## src/shared/loader_consts.svh

```systemverilog
// command codes, link patterns and timing counts of the loader host
`ifndef LOADER_CONSTS_SVH
`define LOADER_CONSTS_SVH
`define CMD_LOAD_DATA 8'h11
`define CMD_DUMP_CODE 8'h20
`define CMD_DUMP_DATA 8'h21
`define CMD_CRC_CODE 8'h30
`define CMD_CRC_DATA 8'h31
`define CMD_VERIFY_CODE 8'h40
`define CMD_VERIFY_DATA 8'h41
`define CMD_LDVER_CODE 8'h50
`define CMD_LDVER_DATA 8'h51
`define CMD_PAGE_ERASE 8'hE0
`define FILL_BYTE 8'h00
`define TRAILER_BYTE 8'h3E
`define RANGE_PARAMS 8'h02
`define STAT_VALID 2'h3
`define STAT_BUSY 2'h2
`define HEAD_LAST_LOAD 3'h3
`define HEAD_LAST_RANGE 3'h6
`define HEAD_LAST_ERASE 3'h4
`define CRC_BYTES 16'h0002
`define REF_PERIOD_NS 10
`define LINK_PERIOD_NS 80
`define LINK_HALF_CYC (`LINK_PERIOD_NS / (2 * `REF_PERIOD_NS))
`define LINK_SETTLE_CYC 3
`define POLL_LIMIT_DEF 16'hFFFF
`endif

```

## src/shared/loader_pkg.sv

```systemverilog
// state and frame types of the loader host
package loader_pkg;
  typedef enum logic [2:0] {
    ST_IDLE, ST_HEAD, ST_BODY, ST_NOP, ST_TRAIL, ST_END
  } state_e;
  typedef enum logic [1:0] {K_LOAD, K_DUMP, K_CRC, K_ERASE} kind_e;
  typedef enum logic [1:0] {SH_IDLE, SH_LOW, SH_HIGH, SH_SETTLE} shift_e;
endpackage : loader_pkg

```

## src/logic/link_byte_shifter.sv

```systemverilog
// byte shifter that makes the link clock and samples data and status
`include "loader_consts.svh"
module link_byte_shifter (
  input wire logic ref_clk,
  input wire logic resetn,
  input wire logic start,
  input wire logic [7:0] txByte,
  input wire logic linkDin,
  input wire logic [1:0] linkStatus,
  output logic linkClk,
  output logic linkDout,
  output logic done,
  output logic [7:0] rxByte,
  output logic [1:0] status
);
  localparam logic [3:0] HALF_LAST = 4'(`LINK_HALF_CYC - 1);
  localparam logic [3:0] SETTLE_LAST = 4'(`LINK_SETTLE_CYC - 1);

  logic dinMeta, dinSync;
  logic [1:0] statMeta, statSync;
  loader_pkg::shift_e state, next_state;
  logic [3:0] halfCnt, next_halfCnt;
  logic [2:0] bitCnt, next_bitCnt;
  logic [7:0] shReg, next_shReg, next_rxByte;
  logic next_linkClk, next_linkDout, next_done;
  logic [1:0] next_status;

  // --------------------------------------------------------------
  // input synchronisers
  // --------------------------------------------------------------
  always_ff @(posedge ref_clk or negedge resetn)
  begin
    if (!resetn)
    begin
      dinMeta <= 1'h0;
      dinSync <= 1'h0;
      statMeta <= 2'h0;
      statSync <= 2'h0;
    end
    else
    begin
      dinMeta <= linkDin;
      dinSync <= dinMeta;
      statMeta <= linkStatus;
      statSync <= statMeta;
    end
  end

  // --------------------------------------------------------------
  // shift sequencer, msb first, data changes while clock is low
  // --------------------------------------------------------------
  always_comb
  begin
    next_state = state;
    next_halfCnt = halfCnt + 4'h1;
    next_bitCnt = bitCnt;
    next_shReg = shReg;
    next_rxByte = rxByte;
    next_linkClk = linkClk;
    next_linkDout = linkDout;
    next_status = status;
    next_done = 1'h0;
    unique case (state)
      loader_pkg::SH_IDLE:
      begin
        next_halfCnt = 4'h0;
        if (start)
        begin
          next_shReg = txByte;
          next_linkDout = txByte[7];
          next_bitCnt = 3'h0;
          next_state = loader_pkg::SH_LOW;
        end
      end
      loader_pkg::SH_LOW:
        if (halfCnt == HALF_LAST)
        begin
          next_halfCnt = 4'h0;
          next_linkClk = 1'h1;
          next_state = loader_pkg::SH_HIGH;
        end
      loader_pkg::SH_HIGH:
        if (halfCnt == HALF_LAST)
        begin
          next_halfCnt = 4'h0;
          next_linkClk = 1'h0;
          next_rxByte = {rxByte[6:0], dinSync};
          if (bitCnt == 3'h7)
            next_state = loader_pkg::SH_SETTLE;
          else
          begin
            next_bitCnt = bitCnt + 3'h1;
            next_shReg = {shReg[6:0], 1'h0};
            next_linkDout = shReg[6];
            next_state = loader_pkg::SH_LOW;
          end
        end
      loader_pkg::SH_SETTLE:
        // status pins settle through the synchroniser first
        if (halfCnt == SETTLE_LAST)
        begin
          next_status = statSync;
          next_done = 1'h1;
          next_state = loader_pkg::SH_IDLE;
        end
    endcase
  end

  always_ff @(posedge ref_clk or negedge resetn)
  begin
    if (!resetn)
    begin
      state <= loader_pkg::SH_IDLE;
      halfCnt <= 4'h0;
      bitCnt <= 3'h0;
      shReg <= 8'h00;
      rxByte <= 8'h00;
      linkClk <= 1'h0;
      linkDout <= 1'h0;
      status <= 2'h0;
      done <= 1'h0;
    end
    else
    begin
      state <= next_state;
      halfCnt <= next_halfCnt;
      bitCnt <= next_bitCnt;
      shReg <= next_shReg;
      rxByte <= next_rxByte;
      linkClk <= next_linkClk;
      linkDout <= next_linkDout;
      status <= next_status;
      done <= next_done;
    end
  end

  clock_high_a: assert property (@(posedge ref_clk) disable iff (!resetn)
    $rose(linkClk) |-> linkClk [*4] ##1 !linkClk)
    else $error("link clock high phase wrong");
  byte_time_a: assert property (@(posedge ref_clk) disable iff (!resetn)
    (start && state == loader_pkg::SH_IDLE) |-> ##[60:80] done)
    else $error("byte transfer not finished in time");
endmodule : link_byte_shifter

```

## src/logic/loader_host_engine.sv

```systemverilog
// host engine that frames loader memory commands over the serial link
`include "loader_consts.svh"
module loader_host_engine #(
  parameter logic [15:0] POLL_LIMIT = `POLL_LIMIT_DEF
) (
  input wire logic ref_clk,
  input wire logic resetn,
  input wire logic cmdStart,
  input wire logic [7:0] cmdCode,
  input wire logic [15:0] cmdAddr,
  input wire logic [15:0] cmdLength,
  input wire logic [7:0] cmdPage,
  input wire logic [7:0] wrData,
  input wire logic wrValid,
  output logic wrTaken,
  output logic [7:0] rdData,
  output logic rdValid,
  output logic [15:0] crcResult,
  output logic cmdBusy,
  output logic cmdDone,
  output logic cmdTimeout,
  output logic linkClk,
  output logic linkDout,
  input wire logic linkDin,
  input wire logic [1:0] linkStatus
);
  loader_pkg::state_e state, next_state;
  loader_pkg::kind_e kind, next_kind;
  logic [7:0] code, next_code, page, next_page;
  logic [15:0] addr, next_addr, len, next_len, cnt, next_cnt;
  logic [15:0] polls, next_polls, next_crcResult;
  logic [2:0] hIdx, next_hIdx;
  logic need, next_need, inFlight, next_inFlight;
  logic shStart, next_shStart, next_wrTaken, next_rdValid;
  logic [7:0] txByte, next_txByte, next_rdData;
  logic next_cmdBusy, next_cmdDone, next_cmdTimeout;
  logic shDone;
  logic [7:0] shRx;
  logic [1:0] shStatus;
  logic loadBody;

  // --------------------------------------------------------------
  // link byte shifter
  // --------------------------------------------------------------
  link_byte_shifter shifter (
    .ref_clk(ref_clk),
    .resetn(resetn),
    .start(shStart),
    .txByte(txByte),
    .linkDin(linkDin),
    .linkStatus(linkStatus),
    .linkClk(linkClk),
    .linkDout(linkDout),
    .done(shDone),
    .rxByte(shRx),
    .status(shStatus)
  );

  // --------------------------------------------------------------
  // framing helpers
  // --------------------------------------------------------------
  // byte of the command header at a given position
  function automatic logic [7:0] headByte(
    input loader_pkg::kind_e k,
    input logic [2:0] idx,
    input logic [7:0] c,
    input logic [15:0] a,
    input logic [15:0] l,
    input logic [7:0] p
  );
    logic [7:0] b;
    b = `FILL_BYTE;
    if (idx == 3'h0)
      b = c;
    else if (k == loader_pkg::K_LOAD)
    begin
      unique case (idx)
        3'h1: b = l[7:0];
        3'h2: b = a[7:0];
        3'h3: b = a[15:8];
        default: b = `FILL_BYTE;
      endcase
    end
    else if (k == loader_pkg::K_ERASE)
    begin
      if (idx == 3'h2)
        b = p;
    end
    else
    begin
      unique case (idx)
        3'h1: b = `RANGE_PARAMS;
        3'h2: b = a[7:0];
        3'h3: b = a[15:8];
        3'h4: b = l[7:0];
        3'h5: b = l[15:8];
        default: b = `FILL_BYTE;
      endcase
    end
    return b;
  endfunction : headByte

  // last header index of each frame kind
  function automatic logic [2:0] headLast(input loader_pkg::kind_e k);
    logic [2:0] n;
    n = `HEAD_LAST_RANGE;
    if (k == loader_pkg::K_LOAD)
      n = `HEAD_LAST_LOAD;
    else if (k == loader_pkg::K_ERASE)
      n = `HEAD_LAST_ERASE;
    return n;
  endfunction : headLast

  // number of body bytes after the header
  function automatic logic [15:0] bodyCount(
    input loader_pkg::kind_e k,
    input logic [15:0] l
  );
    logic [15:0] n;
    unique case (k)
      loader_pkg::K_LOAD: n = {8'h00, l[7:0]};
      loader_pkg::K_DUMP: n = l;
      loader_pkg::K_CRC: n = `CRC_BYTES;
      loader_pkg::K_ERASE: n = 16'h0000;
    endcase
    return n;
  endfunction : bodyCount

  assign loadBody = (state == loader_pkg::ST_BODY) &&
    (kind == loader_pkg::K_LOAD);

  // --------------------------------------------------------------
  // command sequencer
  // --------------------------------------------------------------
  always_comb
  begin
    next_state = state;
    next_kind = kind;
    next_code = code;
    next_addr = addr;
    next_len = len;
    next_page = page;
    next_cnt = cnt;
    next_polls = polls;
    next_hIdx = hIdx;
    next_need = need;
    next_inFlight = inFlight;
    next_txByte = txByte;
    next_shStart = 1'h0;
    next_wrTaken = 1'h0;
    next_rdData = rdData;
    next_rdValid = 1'h0;
    next_crcResult = crcResult;
    next_cmdBusy = cmdBusy;
    next_cmdDone = 1'h0;
    next_cmdTimeout = cmdTimeout;
    unique case (state)
      loader_pkg::ST_IDLE:
        if (cmdStart)
        begin
          next_state = loader_pkg::ST_HEAD;
          unique case (cmdCode)
            `CMD_LOAD_DATA, `CMD_VERIFY_CODE, `CMD_VERIFY_DATA,
            `CMD_LDVER_CODE, `CMD_LDVER_DATA:
              next_kind = loader_pkg::K_LOAD;
            `CMD_DUMP_CODE, `CMD_DUMP_DATA:
              next_kind = loader_pkg::K_DUMP;
            `CMD_CRC_CODE, `CMD_CRC_DATA:
              next_kind = loader_pkg::K_CRC;
            `CMD_PAGE_ERASE:
              next_kind = loader_pkg::K_ERASE;
            default:
              next_state = loader_pkg::ST_IDLE;
          endcase
          next_code = cmdCode;
          next_addr = cmdAddr;
          if (cmdCode == `CMD_VERIFY_CODE || cmdCode == `CMD_LDVER_CODE)
            next_addr[0] = 1'h0;
          next_len = cmdLength;
          next_page = cmdPage;
          next_hIdx = 3'h0;
          next_polls = 16'h0000;
          next_need = 1'h1;
          next_cmdBusy = (next_state == loader_pkg::ST_HEAD);
          next_cmdTimeout = 1'h0;
        end
      loader_pkg::ST_END:
      begin
        next_cmdDone = 1'h1;
        next_cmdBusy = 1'h0;
        next_state = loader_pkg::ST_IDLE;
      end
      loader_pkg::ST_HEAD, loader_pkg::ST_BODY,
      loader_pkg::ST_NOP, loader_pkg::ST_TRAIL:
        if (need && !inFlight)
        begin
          if (state == loader_pkg::ST_HEAD)
            next_txByte = headByte(kind, hIdx, code, addr, len, page);
          else if (loadBody)
            next_txByte = wrData;
          else
            next_txByte = `FILL_BYTE;
          // load bytes go out only as the source has them
          if (!loadBody || wrValid)
          begin
            next_shStart = 1'h1;
            next_inFlight = 1'h1;
            next_need = 1'h0;
            next_wrTaken = loadBody;
          end
        end
        else if (inFlight && shDone)
        begin
          next_inFlight = 1'h0;
          // resend the same byte while loader busy
          if (shStatus == `STAT_BUSY)
          begin
            next_shStart = 1'h1;
            next_inFlight = 1'h1;
          end
          else
          begin
            next_need = 1'h1;
            if (state == loader_pkg::ST_HEAD)
            begin
              if (hIdx == headLast(kind))
              begin
                next_cnt = bodyCount(kind, len);
                if (next_cnt != 16'h0000)
                  next_state = loader_pkg::ST_BODY;
                else if (kind == loader_pkg::K_LOAD)
                  next_state = loader_pkg::ST_NOP;
                else
                  next_state = loader_pkg::ST_TRAIL;
              end
              else
                next_hIdx = hIdx + 3'h1;
            end
            else if (state == loader_pkg::ST_BODY)
            begin
              // dump bytes handed out as they arrive
              if (kind == loader_pkg::K_DUMP)
              begin
                next_rdData = shRx;
                next_rdValid = 1'h1;
              end
              // checksum low byte first, then high
              if (kind == loader_pkg::K_CRC && cnt == `CRC_BYTES)
                next_crcResult[7:0] = shRx;
              else if (kind == loader_pkg::K_CRC)
                next_crcResult[15:8] = shRx;
              next_cnt = cnt - 16'h0001;
              if (cnt == 16'h0001)
                next_state = (kind == loader_pkg::K_LOAD) ?
                  loader_pkg::ST_NOP : loader_pkg::ST_TRAIL;
            end
            else if (state == loader_pkg::ST_NOP)
              next_state = loader_pkg::ST_TRAIL;
            else
            begin
              // poll the trailer until it reads 3Eh or polls reaches POLL_LIMIT
              if (shRx == `TRAILER_BYTE)
              begin
                next_need = 1'h0;
                next_state = loader_pkg::ST_END;
              end
              else if (polls == POLL_LIMIT)
              begin
                next_need = 1'h0;
                next_cmdTimeout = 1'h1;
                next_state = loader_pkg::ST_END;
              end
              else
                next_polls = polls + 16'h0001;
            end
          end
        end
    endcase
  end

  always_ff @(posedge ref_clk or negedge resetn)
  begin
    if (!resetn)
    begin
      state <= loader_pkg::ST_IDLE;
      kind <= loader_pkg::K_LOAD;
      code <= 8'h00;
      addr <= 16'h0000;
      len <= 16'h0000;
      page <= 8'h00;
      cnt <= 16'h0000;
      polls <= 16'h0000;
      hIdx <= 3'h0;
      need <= 1'h0;
      inFlight <= 1'h0;
      txByte <= 8'h00;
      shStart <= 1'h0;
      wrTaken <= 1'h0;
      rdData <= 8'h00;
      rdValid <= 1'h0;
      crcResult <= 16'h0000;
      cmdBusy <= 1'h0;
      cmdDone <= 1'h0;
      cmdTimeout <= 1'h0;
    end
    else
    begin
      state <= next_state;
      kind <= next_kind;
      code <= next_code;
      addr <= next_addr;
      len <= next_len;
      page <= next_page;
      cnt <= next_cnt;
      polls <= next_polls;
      hIdx <= next_hIdx;
      need <= next_need;
      inFlight <= next_inFlight;
      txByte <= next_txByte;
      shStart <= next_shStart;
      wrTaken <= next_wrTaken;
      rdData <= next_rdData;
      rdValid <= next_rdValid;
      crcResult <= next_crcResult;
      cmdBusy <= next_cmdBusy;
      cmdDone <= next_cmdDone;
      cmdTimeout <= next_cmdTimeout;
    end
  end

  // --------------------------------------------------------------
  // checks
  // --------------------------------------------------------------
  busy_resend_a: assert property (@(posedge ref_clk) disable iff (!resetn)
    (inFlight && shDone && shStatus == `STAT_BUSY) |=>
      shStart && $stable(txByte) && $stable(state))
    else $error("busy byte not resent unchanged");
  every_byte_a: assert property (@(posedge ref_clk) disable iff (!resetn)
    (inFlight && shDone && shStatus == `STAT_BUSY) |=> inFlight)
    else $error("status poll dropped a byte");
  load_take_a: assert property (@(posedge ref_clk) disable iff (!resetn)
    wrTaken |-> shStart && txByte == $past(wrData) &&
      $past(state) == loader_pkg::ST_BODY)
    else $error("load byte not taken from source");
  range_param_a: assert property (@(posedge ref_clk) disable iff (!resetn)
    (shStart && state == loader_pkg::ST_HEAD && hIdx == 3'h1 &&
      (kind == loader_pkg::K_DUMP || kind == loader_pkg::K_CRC)) |->
      txByte == `RANGE_PARAMS)
    else $error("range parameter count wrong");
  dump_out_a: assert property (@(posedge ref_clk) disable iff (!resetn)
    (inFlight && shDone && shStatus != `STAT_BUSY &&
      state == loader_pkg::ST_BODY && kind == loader_pkg::K_DUMP) |=>
      rdValid && rdData == $past(shRx))
    else $error("dump byte not delivered");
  crc_high_a: assert property (@(posedge ref_clk) disable iff (!resetn)
    (inFlight && shDone && shStatus != `STAT_BUSY &&
      state == loader_pkg::ST_BODY && kind == loader_pkg::K_CRC &&
      cnt == 16'h0001) |=>
      crcResult[15:8] == $past(shRx) && state == loader_pkg::ST_TRAIL)
    else $error("checksum high byte misplaced");
  erase_page_a: assert property (@(posedge ref_clk) disable iff (!resetn)
    (shStart && state == loader_pkg::ST_HEAD && hIdx == 3'h2 &&
      kind == loader_pkg::K_ERASE) |-> txByte == page)
    else $error("erase page byte wrong");
  trailer_end_a: assert property (@(posedge ref_clk) disable iff (!resetn)
    (inFlight && shDone && shStatus != `STAT_BUSY &&
      state == loader_pkg::ST_TRAIL && shRx == `TRAILER_BYTE) |=>
      state == loader_pkg::ST_END ##1 cmdDone && !cmdBusy)
    else $error("trailer did not end command");
endmodule : loader_host_engine

```

## config.mk

```make
export PLATFORM = sky130hd
export DESIGN_NAME = loader_host_engine
export DESIGN_NICKNAME = d
export VERILOG_FILES = /design/src/shared/loader_pkg.sv /design/src/logic/link_byte_shifter.sv /design/src/logic/loader_host_engine.sv
export VERILOG_INCLUDE_DIRS = /design/src /design/src/shared
export SDC_FILE = /design/constraint.sdc
export NUM_CORES = 1
export LEC_CHECK = 0
export BUFFER_PORTS_ARGS = -buffer_cell sky130_fd_sc_hd__buf_2
export CORE_MARGIN = 2
export CORE_UTILIZATION = 25
export CTS_CLUSTER_DIAMETER = 150
export DETAILED_ROUTE_END_ITERATION = 8
export PLACE_DENSITY_LB_ADDON = 0.1
export SLEW_MARGIN = 10
export SYNTH_ARGS = -nofsm -noshare
export SYNTH_HDL_FRONTEND = slang
export SYNTH_SLANG_ARGS = --single-unit
export TNS_END_PERCENT = 100
```

## constraint.sdc

```tcl
create_clock -name ref_clk -period 5.8 [get_ports ref_clk]
set_input_delay 0.58 -clock ref_clk [delete_from_list [all_inputs] [get_ports ref_clk]]
set_output_delay 0.58 -clock ref_clk [all_outputs]
set_load 0.03 [all_outputs]
```

==> flow_metrics.tcl <==
set metrics [dict create \
    outcome "finished, final reports clean" \
    grt_pass1_vias 6195 \
    total_power_mw 2.29 \
    worstSetupPathType "reg -> reg" \
    synth-main-ff-cell "dfrtp_1" \
    synth_warnings 0 \
    cts_made_buffers 17 \
    nets 979 \
    synthDistinctLibCells 70 \
    avgViaCountPerCell 4.74 \
    pre_cts_slack_ps 3010 \
    syn2layout_area_growth_pct 17.6 \
    yosysSeqAreaShare 0.509 \
    cp_slowest_cell "o41ai_2" \
    final_area_um2 9430 \
    crit_fanout 17 \
    slew_viol_final 0 \
    rsz0062_at_grt "false" \
    clock.fmax_mhz 358 \
    grt_first_pass_wirelength_mm 36.4 \
    drv_cap 0 \
    cts_resized 0 \
    synth_edf_count 0 \
    drtPass1Iterations 9 \
    place_hpwl_mm 16.0 \
    drt_iter0_markers 511 \
    cp.arrival_ps 3110 \
    synth_area_per_cell_um2 9.73 \
    vias 6228 \
    holdBufCountCts 0 \
    diodes 0 \
    ir_drop_mv 0.209 \
    fin_skew_ps 9.29 \
    start_util 0.254 \
    drc_errors 0 \
    postSynth.asyncResetShare 1.00 \
    crit_family "compound AO/OA/AOI/OAI gates" \
    drive_gt1_frac 0.186 \
    tns_ps 0 \
    period_minus_slack_ps 2790 \
    synth_nets 904 \
    hold_viol 0 \
    finalWirelength_mm 22.4 \
    relSlewSlack 0.413 \
    die_w_um 183 \
    post-cts-setup-buffers 0 \
    synth-seq-cells 163 \
    io_pins 94 \
    grtUsageTotal 0.140 \
    htree_levels 4 \
    p_leak_nw 4.57 \
    endpoint_kind "flop" \
    clock_latency_ps 430 \
    place_area_um2 8870 \
    cp.required_ps 6120 \
    netlist_instances 824 \
    syn_area_um2 8020 \
    drtAntennaViolNets 0 \
    path_clk_slew_ps 70 \
    grt_max_degree 70 \
    die_area_um2 33500 \
    max_stage_delay_ps 750 \
    stdcell_count 1314 \
    crit_buf_inv 1 \
    placedCellCount 1282 \
    cp_cell_sequence "inv_1 > ha_1 > o41ai_2 > a31oi_1 > a21oi_1 > o221ai_1 > a221o_1" \
    io_buffers 93 \
    fin_ws_ps 3010 \
    clk_path_buf_depth 2 \
    gp_congestion 0.735 \
    dieHeight_um 183 \
    grt_overflow 0 \
    most-common-layout-cells "nand2_1, dfrtp_1, buf_2" \
    final_common_cell "nand2_1" \
    clkSinkCount 163 \
    setup_viol 0 \
    drt-wirelength-per-cell_um 17.1 \
    min_path_type "in -> async" \
    start_kind "flop" \
    rows 65 \
    antenna_found_initial 0 \
    cts_tree "yes" \
    finalCritPeriodShare 0.481 \
    root_buffer "clkbuf_16" \
    tightest_slew_ps 880 \
    p_per_area_nw_per_um2 243 \
    core_um2 31600 \
]
[metrics by stage]
step                 util  hold WS [ps]
detailed placement  0.281           336
floorplan               -           284
global route        0.299           210
global placement    0.281           335
finish              0.299           166
CTS                 0.299           186
[worst register-to-register path: stages (launching register included)]
cell	delay, ps
dfrtp_1	580
inv_1	170
ha_1	440
o41ai_2	750
a31oi_1	110
a21oi_1	150
o221ai_1	150
a221o_1	330
[cells in the mapped netlist (2+ instances only)]
cell	count	share of area
a21oi_1	42	0.026
or2_2	3	0.0023
nand3_1	17	0.011
ha_1	17	0.027
nor2_4	3	0.0042
o31ai_1	4	0.0037
o21ai_0	29	0.018
a22o_1	8	0.0087
clkbuf_1	36	0.017
mux2i_1	8	0.010
a221o_1	2	0.0025
nor2b_1	7	0.0055
nor3b_1	3	0.0028
mux2_1	18	0.025
nor3_1	15	0.0094
nand4_1	5	0.0039
nor2_1	53	0.025
nand3_2	3	0.0037
nor4_1	8	0.0062
and3_1	16	0.012
nand2_1	177	0.083
a2bb2oi_1	8	0.0087
dfrtp_1	163	0.51
xnor2_1	6	0.0066
xor2_1	12	0.013
a222oi_1	14	0.017
or2_1	2	0.0016
a32oi_1	5	0.0055
a22oi_1	3	0.0028
nand2b_1	4	0.0031
a41o_1	2	0.0025
or4_4	2	0.0028
and2_1	9	0.0070
o21ai_1	31	0.019
a31oi_1	5	0.0039
o221ai_1	9	0.0098
or3_1	4	0.0031
mux2_2	19	0.027
buf_2	3	0.0019
nand4b_1	2	0.0022
o21a_1	2	0.0019
inv_1	17	0.0080
[sequential cells by signal, summed over array words and instances (netlist names), 16 cells and up]
| name | cells |
|---|---|
| addr | 16 |
| cnt | 16 |
| crcResult | 16 |
| len | 16 |
| polls | 16 |
[worst paths after layout]
path	startpoint	slack [ps]	end	cells past startpoint
worst max register to register	hIdx[2]$_DFFE_PN0P_	3010	txByte[1]$_DFFE_PN0P_	7
min in group ref_clk	linkStatus[1]	250	shifter.statMeta[1]$_DFF_PN0_	1
worst max-delay path	hIdx[2]$_DFFE_PN0P_	3010	txByte[1]$_DFFE_PN0P_	7
max in group asynchronous	resetn	4470	shStart$_DFF_PN0_	2
worst min-delay path	resetn	170	cnt[15]$_DFFE_PN0P_	1
worst min register to register	shifter.dinMeta$_DFF_PN0_	350	shifter.dinSync$_DFF_PN0_	0
[cell type report]
type,instances,area [µm²]
clock inverters,13,124
fillers,3341,22100
multi-input cells,601,3720
repair buffers,98,509
clock buffers,19,433
flip-flops and latches,163,4080
well taps,402,503
inverters,18,67.6
[where the power goes]
part | internal (mW) | total (mW) | switching [mW]
sequential | 1.14 | 1.15 | 0.00437
combinational | 0.0201 | 0.0558 | 0.0356
clock | 0.598 | 1.09 | 0.494
total | 1.76 | 2.29 | 0.535
[metal layers]
| metal | track usage | vias up | wire (µm) |
|---|---|---|---|
| li1 | - | 3078 | - |
| met1 | 0.207 | 3013 | 11300 |
| met2 | 0.208 | 121 | 10000 |
| met3 | 0.0252 | 16 | 746 |
| met4 | 0.0406 | 0 | 311 |
| met5 | 0 | - | 0 |
[kinds of logic after synthesis]
family / synth area share
AND/OR/NAND/NOR: 0.198
AO/OA/AOI/OAI: 0.154
flip-flops: 0.509
buffers and inverters: 0.0300
multiplexers: 0.0619
XOR/XNOR: 0.0197
adder cells (fa/ha/maj): 0.0278
Note: power is estimated with default switching activity, not from simulation.
